--- config.mk ---
export PLATFORM = sky130hd
export DESIGN_NAME = phy_strap_and_fx_config
export DESIGN_NICKNAME = d
export VERILOG_FILES = /design/src/phy_cfg_pkg.sv /design/src/strap_sync.sv /design/src/phy_strap_and_fx_config.sv
export SDC_FILE = /design/constraint.sdc
export NUM_CORES = 1
export LEC_CHECK = 0
export BUFFER_PORTS_ARGS = -buffer_cell sky130_fd_sc_hd__buf_2
export CORE_ASPECT_RATIO = 0.75
export CORE_MARGIN = 1.5
export CORE_UTILIZATION = 54
export CTS_BUF_LIST = sky130_fd_sc_hd__clkbuf_16
export CTS_CLUSTER_SIZE = 30
export DETAILED_ROUTE_END_ITERATION = 7
export MAX_ROUTING_LAYER = met4
export PLACE_DENSITY = 0.8
export SYNTH_ARGS = -nofsm -noshare
export SYNTH_HDL_FRONTEND = slang
export SYNTH_SLANG_ARGS = --single-unit
--- constraint.sdc ---
create_clock -name mclk_i -period 4 [get_ports mclk_i]
set_input_delay 0.8 -clock mclk_i [delete_from_list [all_inputs] [get_ports mclk_i]]
set_output_delay 0.8 -clock mclk_i [all_outputs]
set_load 0.05 [all_outputs]
--- src/phy_cfg_pkg.sv ---
package phy_cfg_pkg;
	// management register map
	localparam logic [4:0] FX_CTRL_ADDR = 5'h12;
	localparam int FX_ACT_BIT = 15;
	localparam int FX_ALL_BIT = 11;
	localparam int FX_SEL_LSB = 8;
	localparam int FX_SEL_MSB = 10;
	localparam int FX_MODE_LSB = 0;
	localparam int FX_MODE_MSB = 7;
	localparam logic [15:0] FX_CTRL_RESET = 16'h0000;
	localparam logic [15:0] FX_CTRL_RW_MASK = 16'h8FFF;
	localparam logic [7:0] FX_MODE_NONE = 8'h00;
	localparam logic [7:0] FX_MODE_FX = 8'h01;
	localparam logic [7:0] FX_PORTS_RESET = 8'h00;
	// strap layout
	localparam int NUM_PORTS = 8;
	localparam int NUM_STRAPS = 8;
	localparam int STRAP_BITS = 4;
	localparam logic [2:0] STRAP_SETTLE = 3'h4;
	// speed and duplex strap codes
	localparam logic [1:0] SD_ALL = 2'h0;
	localparam logic [1:0] SD_FDX_MOSTLY = 2'h1;
	localparam logic [1:0] SD_GIG_FDX = 2'h2;
	localparam logic [1:0] SD_FAST_ONLY = 2'h3;
	// advertisement patterns: {100fdx,100hdx,10fdx,10hdx} and {1000fdx,1000hdx}
	localparam logic [3:0] ADV_FAST_ALL = 4'hF;
	localparam logic [3:0] ADV_FAST_NONE = 4'h0;
	localparam logic [1:0] ADV_GIG_ALL = 2'h3;
	localparam logic [1:0] ADV_GIG_FDX = 2'h2;
	localparam logic [1:0] ADV_GIG_NONE = 2'h0;
	// LED timing: slowest stretch, faster codes halve it
	localparam int CLK_HZ = 10_000_000;
	localparam int LED_STRETCH_MS = 400;
	localparam int LED_HALF_CYCLES = (CLK_HZ / 1000) * LED_STRETCH_MS / 2;
	localparam logic [20:0] LED_CNT_ZERO = 21'h00_0000;

	typedef struct packed {
		logic downshift_en;
		logic [3:0] adv_fast;
		logic [1:0] adv_gig;
		logic mac_aneg_en;
		logic power_saving_mode_en;
		logic adv_asym_pause;
		logic adv_sym_pause;
		logic [2:0] media_if;
		logic signal_detect_input_active_low;
		logic ref_clk_156;
		logic clock_output_pin_en;
		logic led_combine_off;
		logic [1:0] led_rate;
		logic addr_reverse;
		logic [1:0] phy_addr_hi;
		logic [3:0] led_status_only;
		logic [7:0] led_func;
	} strap_cfg_s;
endpackage

--- src/strap_sync.sv ---
`timescale 1ns/1ns
// three-stage synchroniser; a bit moves only once stages two and three agree
module strap_sync (
	input wire logic mclk_i,
	input wire logic srst_i,
	input wire logic [31:0] pins_i,
	output logic [31:0] stable_o
);
	logic [31:0] s1;
	logic [31:0] s2;
	logic [31:0] s3;

	// shift chain; s1 only feeds s2
	always_ff @(posedge mclk_i) begin
		if (srst_i) begin
			s1 <= 32'h0000_0000;
			s2 <= 32'h0000_0000;
			s3 <= 32'h0000_0000;
		end else begin
			s1 <= pins_i;
			s2 <= s1;
			s3 <= s2;
		end
	end

	// bits that disagree keep their old value, filtering single-cycle glitches
	always_ff @(posedge mclk_i) begin
		if (srst_i) begin
			stable_o <= 32'h0000_0000;
		end else begin
			stable_o <= (s2 & ~(s2 ^ s3)) | (stable_o & (s2 ^ s3));
		end
	end
endmodule // strap_sync

--- src/phy_strap_and_fx_config.sv ---
`timescale 1ns/1ns
module phy_strap_and_fx_config #(
	parameter int LED_HALF_CYCLES = phy_cfg_pkg::LED_HALF_CYCLES
) (
	input wire logic mclk_i,
	input wire logic srst_i,
	input wire logic [31:0] config_strap_pins_i,
	input wire logic [4:0] reg_addr_i,
	input wire logic [15:0] reg_wdata_i,
	input wire logic reg_we_i,
	input wire logic reg_re_i,
	output logic [15:0] reg_rdata_o,
	output logic [7:0] fx_mode_o,
	output phy_cfg_pkg::strap_cfg_s strap_cfg_o,
	output logic strap_done_o,
	output logic [39:0] port_addr_o,
	output logic led_blink_o
);
	logic [15:0] fx_ctrl;
	logic [31:0] strap_stable;
	logic [2:0] settle_cnt;
	logic [20:0] led_cnt;
	logic [20:0] led_half;
	logic fx_wr;
	logic [7:0] fx_mode_w;
	logic [2:0] fx_sel_w;

	// speed/duplex code to fast ethernet advertisement bits
	function automatic logic [3:0] adv_fast_of(input logic [1:0] code);
		case (code)
			phy_cfg_pkg::SD_GIG_FDX: adv_fast_of = phy_cfg_pkg::ADV_FAST_NONE;
			default: adv_fast_of = phy_cfg_pkg::ADV_FAST_ALL;
		endcase
	endfunction

	// speed/duplex code to gigabit advertisement bits
	function automatic logic [1:0] adv_gig_of(input logic [1:0] code);
		case (code)
			phy_cfg_pkg::SD_ALL: adv_gig_of = phy_cfg_pkg::ADV_GIG_ALL;
			phy_cfg_pkg::SD_FDX_MOSTLY: adv_gig_of = phy_cfg_pkg::ADV_GIG_FDX;
			phy_cfg_pkg::SD_GIG_FDX: adv_gig_of = phy_cfg_pkg::ADV_GIG_FDX;
			default: adv_gig_of = phy_cfg_pkg::ADV_GIG_NONE;
		endcase
	endfunction

	// new per-port fiber state; reserved mode codes leave the port alone
	function automatic logic fx_next(input logic cur, input logic [7:0] mode);
		if (mode == phy_cfg_pkg::FX_MODE_FX) begin
			fx_next = 1'b1;
		end else if (mode == phy_cfg_pkg::FX_MODE_NONE) begin
			fx_next = 1'b0;
		end else begin
			fx_next = cur;
		end
	endfunction

	assign fx_wr = reg_we_i && (reg_addr_i == phy_cfg_pkg::FX_CTRL_ADDR);
	assign fx_mode_w = reg_wdata_i[phy_cfg_pkg::FX_MODE_MSB:phy_cfg_pkg::FX_MODE_LSB];
	assign fx_sel_w = reg_wdata_i[phy_cfg_pkg::FX_SEL_MSB:phy_cfg_pkg::FX_SEL_LSB];

	// fiber control register storage
	always_ff @(posedge mclk_i) begin
		if (srst_i) begin
			fx_ctrl <= phy_cfg_pkg::FX_CTRL_RESET;
		end else if (fx_wr) begin
			fx_ctrl <= reg_wdata_i & phy_cfg_pkg::FX_CTRL_RW_MASK;
		end
	end

	// registered read; unmapped addresses read zero
	always_ff @(posedge mclk_i) begin
		if (srst_i) begin
			reg_rdata_o <= 16'h0000;
		end else if (reg_re_i && reg_addr_i == phy_cfg_pkg::FX_CTRL_ADDR) begin
			reg_rdata_o <= fx_ctrl;
		end else begin
			reg_rdata_o <= 16'h0000;
		end
	end

	// activation uses the fields of the very write that sets the trigger,
	// so one write both loads and applies; the host need not clear it between runs
	always_ff @(posedge mclk_i) begin
		if (srst_i) begin
			fx_mode_o <= phy_cfg_pkg::FX_PORTS_RESET;
		end else if (fx_wr && reg_wdata_i[phy_cfg_pkg::FX_ACT_BIT]) begin
			for (int p = 0; p < phy_cfg_pkg::NUM_PORTS; p++) begin
				if (reg_wdata_i[phy_cfg_pkg::FX_ALL_BIT]) begin
					fx_mode_o[p] <= fx_next(fx_mode_o[p], fx_mode_w);
				end else if (fx_sel_w == p[2:0]) begin
					fx_mode_o[p] <= fx_next(fx_mode_o[p], fx_mode_w);
				end
			end
		end
	end

	strap_sync u_strap_sync (
		.mclk_i(mclk_i),
		.srst_i(srst_i),
		.pins_i(config_strap_pins_i),
		.stable_o(strap_stable)
	);

	// wait for the synchroniser to fill before trusting the straps
	always_ff @(posedge mclk_i) begin
		if (srst_i) begin
			settle_cnt <= 3'h0;
		end else if (settle_cnt != phy_cfg_pkg::STRAP_SETTLE) begin
			settle_cnt <= settle_cnt + 3'h1;
		end
	end

	always_ff @(posedge mclk_i) begin
		if (srst_i) begin
			strap_done_o <= 1'b0;
		end else if (settle_cnt == phy_cfg_pkg::STRAP_SETTLE) begin
			strap_done_o <= 1'b1;
		end
	end

	// decode the straps into defaults; pin n holds bits [4n+3:4n]
	// four bits a pin
	always_ff @(posedge mclk_i) begin
		if (srst_i) begin
			strap_cfg_o <= '0;
		end else if (settle_cnt == phy_cfg_pkg::STRAP_SETTLE && !strap_done_o) begin
			strap_cfg_o.downshift_en <= strap_stable[30];
			strap_cfg_o.adv_fast <= adv_fast_of(strap_stable[29:28]);
			strap_cfg_o.adv_gig <= adv_gig_of(strap_stable[29:28]);
			strap_cfg_o.mac_aneg_en <= strap_stable[27];
			strap_cfg_o.power_saving_mode_en <= strap_stable[26];
			strap_cfg_o.adv_asym_pause <= strap_stable[25];
			strap_cfg_o.adv_sym_pause <= strap_stable[24];
			strap_cfg_o.media_if <= {strap_stable[23], strap_stable[19], strap_stable[15]};
			strap_cfg_o.signal_detect_input_active_low <= strap_stable[22];
			strap_cfg_o.ref_clk_156 <= strap_stable[21];
			strap_cfg_o.clock_output_pin_en <= strap_stable[20];
			strap_cfg_o.led_combine_off <= strap_stable[18];
			strap_cfg_o.led_rate <= strap_stable[17:16];
			strap_cfg_o.addr_reverse <= strap_stable[11];
			strap_cfg_o.phy_addr_hi <= {strap_stable[7], strap_stable[3]};
			strap_cfg_o.led_status_only <= {strap_stable[14], strap_stable[10],
				strap_stable[6], strap_stable[2]};
			strap_cfg_o.led_func <= {strap_stable[13:12], strap_stable[9:8],
				strap_stable[5:4], strap_stable[1:0]};
		end
	end

	// per-port management address, 5 bits each, port 0 in the low bits
	always_ff @(posedge mclk_i) begin
		if (srst_i) begin
			port_addr_o <= '0;
		end else if (settle_cnt == phy_cfg_pkg::STRAP_SETTLE && !strap_done_o) begin
			for (int p = 0; p < phy_cfg_pkg::NUM_PORTS; p++) begin
				port_addr_o[5*p +: 5] <= {strap_stable[7], strap_stable[3],
					strap_stable[11] ? 3'(7 - p) : 3'(p)};
			end
		end
	end

	// blink half period halves per code step
	assign led_half = 21'(LED_HALF_CYCLES) >> strap_cfg_o.led_rate;

	// LED blink divider; toggles every half period of the chosen rate
	always_ff @(posedge mclk_i) begin
		if (srst_i) begin
			led_cnt <= phy_cfg_pkg::LED_CNT_ZERO;
			led_blink_o <= 1'b0;
		end else if (led_cnt + 21'h1 >= led_half) begin
			led_cnt <= phy_cfg_pkg::LED_CNT_ZERO;
			led_blink_o <= ~led_blink_o;
		end else begin
			led_cnt <= led_cnt + 21'h1;
		end
	end
endmodule // phy_strap_and_fx_config

# After elaboration in Yosys (flattened, before gate mapping)
# Cells that the tools add are included.
[op_classes] shifts=1 n_reduce_logical=27 eq_ne=13 n_addsub=2 n_lt_le_gt_ge=1 bitwise_logic=7 mux=42
[op_table] operator="32-bit bitwise AND" n=2
[op_table] operator="1-bit two-way mux" n=32
[op_table] operator="32-bit NOT" n=1
[op_table] operator="32-bit OR" n=1
[op_table] operator="32-bit bitwise XOR" n=1
[op_table] operator="3-bit two-way mux" n=8
[op_table] operator="21-bit by 1-bit adder with 21-bit output (second input constant)" n=1
[op_table] operator="21-bit >= comparator" n=1
[op_table] operator="21-bit by 2-bit >> shifter with 21-bit output (first input constant)" n=1
[op_table] operator="2-bit AND reduction" n=8
[op_table] operator="2-bit nonzero test" n=8
[op_table] operator="3-bit equality test (second input constant)" n=5
[op_table] operator="8-bit by 1-bit equality test with 1-bit output (second input constant)" n=1
[op_table] operator="8-bit logical NOT" n=1
[op_table] operator="3-bit by 2-bit equality test with 1-bit output (second input constant)" n=2
[op_table] operator="2-bit OR reduction" n=3
[op_table] operator="5-bit equality test (second input constant)" n=1
[op_table] operator="1-bit logical AND" n=4
[op_table] operator="4-bit two-way mux" n=1
[op_table] operator="2-bit one-hot mux with 2 select lines" n=1
[op_table] operator="3-bit by 1-bit adder with 3-bit output (second input constant)" n=1
[op_table] operator="3-bit by 1-bit equality test with 1-bit output (second input constant)" n=1
[op_table] operator="3-bit logical NOT" n=1
[op_table] operator="3-bit != test (second input constant)" n=1
[op_table] operator="other kinds (5)" n=6
[word_totals] in_bits=57 register_bits=263 word_cells=129

# Logic depth before layout (Yosys ltp)
[depth] ltp_word=5 mapped_depth=13 ltp_nobuf=12

# By module
# From an unflattened synthesis, not the netlist that was laid out.
[hier_totals] hier_cells=833 hier_area_um2=8041.5
[by_module_without_submodules] module="phy_strap_and_fx_config" n_inst=1 seq_area_each_um2=1861.8 area_each_um2=4346.7 cells_per_inst=499
[by_module_without_submodules] module="strap_sync" n_inst=1 seq_area_each_um2=2562.5 area_each_um2=3694.8 cells_per_inst=334

# Worst setup path before layout
# No wires, ideal clock.
[synth_path] path_type="register to register" startpoint="register led_cnt[0]" endpoint="register led_cnt[11]" path_stages_with_launch=14 arrival_ps=2909 setup_time_ps=125 slack_ps=966 cell_sequence="dfxtp_1 -> ha_1 -> and4_2 -> nor3b_1 -> nand4_1 -> xnor2_1 -> ha_1 -> nand4_1 -> nor4_1 -> a21oi_1 -> mux2_2 -> a21boi_4 -> buf_8 -> nor3b_2"
[synth_via] elab_chain_len=3
[synth_rtl] item="from (decl)" line="phy_strap_and_fx_config.sv:22" rtl="logic [20:0] led_cnt;"
[synth_rtl] item="from (signal assigned)" line="phy_strap_and_fx_config.sv:167" rtl="led_cnt <= phy_cfg_pkg::LED_CNT_ZERO;"
[synth_rtl] item="from (signal assigned)" line="phy_strap_and_fx_config.sv:170" rtl="led_cnt <= phy_cfg_pkg::LED_CNT_ZERO;"
[synth_rtl] item="from (signal assigned)" line="phy_strap_and_fx_config.sv:173" rtl="led_cnt <= led_cnt + 21'h1;"
[synth_rtl] item="21-bit by 1-bit adder with 21-bit output (*)" line="phy_strap_and_fx_config.sv:169, phy_strap_and_fx_config.sv:173"
[synth_rtl] item="21-bit >= comparator" line="phy_strap_and_fx_config.sv:169" rtl="end else if (led_cnt + 21'h1 >= led_half) begin"
[synth_rtl] item="2-bit OR reduction (no source line)"
# Every way passes the cells marked *; elsewhere a longest branch is shown, timed or not.
# A chain may end at the register's enable or synchronous reset.

# Worst setup path after layout
[layout_path] startpoint="register led_cnt[0]" endpoint="register led_cnt[3]"
# Same word-level chain as after synthesis.

==> results.md <==
* Dpl ws at 0.827 ns
* Max cap viols at 0
* DR vias at 5522
* Peak VDD IR at 361 uV
* DRC viols at 0
* CP max-delay cell: dfxtp_1
* Num ports at 158
* Adder-cell share of the synthesized area at 3.46%
* Setup CP Type: reg -> reg
* Post-Synth XOR/XNOR Area at 2.20%
* Area of the multi-input gates at 0.00309 sq mm
* Fin crit share at 79.5%
* Post-synthesis sequential area ratio at 54.6%
* Cell Area, Synth at 0.00796 sq mm
* Worst-Skew Late Latency at 0.49 ns
* Buffer count from post-CTS setup fixing at 0
* Die Span X at 143 microns
* Total number of yosys warnings at 0
* CTS max path bufs at 3
* Ys async rst share at 0%
* Unrepaired setup endpoints after global routing: no
* Leakage at 4.00 nW
* Post-synthesis compound-gate area fraction at 7.94%
* CTS root buffer: clkbuf_16
* Post-CTS sizing at 0
* Final Critical Period at 3.18 ns
* Worst setup margin at 0.821 ns
* Status: finished, final reports clean
* Simple-Gate Fraction of Synth Area at 22.2%
* Synth unique cells at 46
* Total CTS buffers at 21
* H-tree depth at 1
* DRT antenna net count at 0
* Worst-Margin Slew at 0.725 ns
* Post-synth top area cell: dfxtp_1
* Core region area at 0.0145 sq mm
* Detailed-placement wirelength estimate at 9190 microns
* Mean post-synth cell area at 9.53 sq um
* Critical path peak fanout at 21
* Layout area overhead at 14.9%
* Initial DRC Count at 273
* Layout cells sized above 1 at 22.6%
* Primary FF master, synth: dfxtp_1
* Worst hold path type: reg -> reg
* Setup violators final at 0
* Register area at 0.00434 sq mm
* Final hold violations at 0
* Synth top area share at 54.6%
* Multiplexer share of the synthesized area at 2.91%
* Fin. max-slew vios at 0
* Routed vias/inst at 4.80
* Buffers on Ports at 150
* Initial antenna violation count at 0
* Total grt overflow at 0
* Fill count at 1237
* Setup TNS at 0 ns
* Vias in the first global route at 4999
* First drt pass iteration count at 4
* Crit-path leading delay family: simple AND/OR/NAND/NOR gates
* Top-count cell post-synth: dfxtp_1
* Die height at 108 microns
* Cells after Synth at 835
* Pwr/cell area at 456 mW/mm^2
* Skew final at 0.00442 ns
* CTS tree: done
* Commonest cells post-synth: 217 x dfxtp_1, 124 x nand2_1, 95 x nor2b_1, 68 x a21oi_1
* CTS clk-pin slew, worst paths at 0.06 ns
* Post-Route WL at 13900 microns
* Top post-synthesis cells by area: dfxtp_1 55%, nor2b_1 7.5%, nand2_1 5.8%, a21oi_1 4.3%, buf_4 4.2%
* Most used cell, CP: ha_1
* EDFF count, synth at 0
* Die area at 0.0155 sq mm
* CP required at 4.36 ns
* Nets at 1015
* Diode count at 0
* Effective utilization at floorplan at 55.1%
* Setup crit start kind: flop
* GP Congestion at 0.859
* CP cell instances: ha_1 > and4_2 > nor3b_1 > buf_4 > nand3_1 > xnor2_1 > ha_1 > nand4_1 > nor4_1 > a21oi_1 > mux2_2 > a21boi_4 > buf_12 > nor3b_2
* Highest clock rate at 315 MHz
* Sink Count at 217
* Worst Path Buf+Inv at 2
* CTS Hold Buffers Added at 0
* Register bit total from synthesis at 217
* First-pass GRT wire length at 23100 microns
* Largest family of logic cells by synthesized area: simple AND/OR/NAND/NOR gates
* CP arrival at 3.54 ns
* Crit. End Element: flop
* Worst path max stage delay at 0.36 ns
* Largest net degree at the start of global routing at 102
* Relative slew slack at 51.7%
* Post-DR wirelength/cell at 12.1 microns
* FP Rows at 38
* Overall Global Routing Usage at 18.7%
## power breakdown
group / leakage, nW / internal, W / switching, W
Clock: 0.316 / 0.000950 / 0.000766
Combinational: 1.92 / 0.0000694 / 0.000144
Sequential: 1.77 / 0.00221 / 0.0000280
## cells in the final DEF, fill, tap and decap left out, types with 2 or more instances in the layout
| master | instances |
|---|---|
| nor2_1 | 44 |
| o21ai_0 | 41 |
| nor3_1 | 6 |
| conb_1 | 3 |
| xor2_1 | 5 |
| clkinv_2 | 3 |
| nand2_1 | 124 |
| nand3_1 | 8 |
| xnor2_1 | 15 |
| ha_1 | 22 |
| a21oi_1 | 68 |
| nor2_2 | 19 |
| nor4_1 | 2 |
| nor3b_1 | 6 |
| clkinv_1 | 6 |
| nand4_1 | 6 |
| or2_2 | 2 |
| mux2i_1 | 22 |
| nor3b_2 | 2 |
| dfxtp_1 | 217 |
| and4_1 | 2 |
| clkbuf_16 | 21 |
| buf_4 | 7 |
| and2_1 | 13 |
| nor2b_1 | 95 |
| buf_2 | 149 |
| nor4b_1 | 2 |
| or4_4 | 2 |
| a211oi_1 | 3 |
| inv_1 | 15 |
## worst paths after layout
check	from	cells after the start	slack, ns	to
worst max-delay path	led_cnt[0]	14	0.82	led_cnt[3]
worst min-delay path	u_strap_sync.s1[18]	1	0.43	u_strap_sync.s2[18]
worst max register to register	led_cnt[0]	14	0.82	led_cnt[3]
worst min register to register	u_strap_sync.s1[18]	1	0.43	u_strap_sync.s2[18]
## area by class of cell
class	count	area share [%]
clock buffers	21	5.75
clock inverters	16	0.752
inverters	9	0.369
multi-input cells	529	33.8
flip-flops and latches	217	47.5
well taps	200	2.74
repair buffers	158	9.07
## logic make-up after synthesis
group / after synthesis
buf+inv: 91
other cells: 1
flops: 217
compound gates: 119
xor+xnor: 20
simple gates: 342
fa+ha+maj: 22
mux: 23
## layer usage
metal | GRT usage (%) | routed length [microns] | vias to the layer above | share of wire (%)
li1 | - | - | 2886 | -
met1 | 25.7 | 6990 | 2505 | 50
met2 | 28.9 | 6050 | 113 | 44
met3 | 3.50 | 644 | 18 | 4.6
met4 | 4.05 | 206 | 0 | 1.5
met5 | - | 0 | - | 0
## through the flow
| stage | cells | hold WS, ns | total power, W | util (%) | instance area (sq um) |
|---|---|---|---|---|---|
| after CTS | 1150 | 0.435 | 0.00422 | 63.3 | 9150 |
| after global placement | 1113 | 0.417 | 0.00250 | 59.2 | 8550 |
| after global routing | 1150 | 0.450 | 0.00435 | 63.3 | 9150 |
| after floorplan | 837 | 0.414 | 0.00245 | - | 7970 |
| final | 1150 | 0.433 | 0.00417 | 63.3 | 9150 |
| after detailed placement | 1113 | 0.420 | 0.00250 | 59.2 | 8550 |
(Power assumes the default switching activity.)
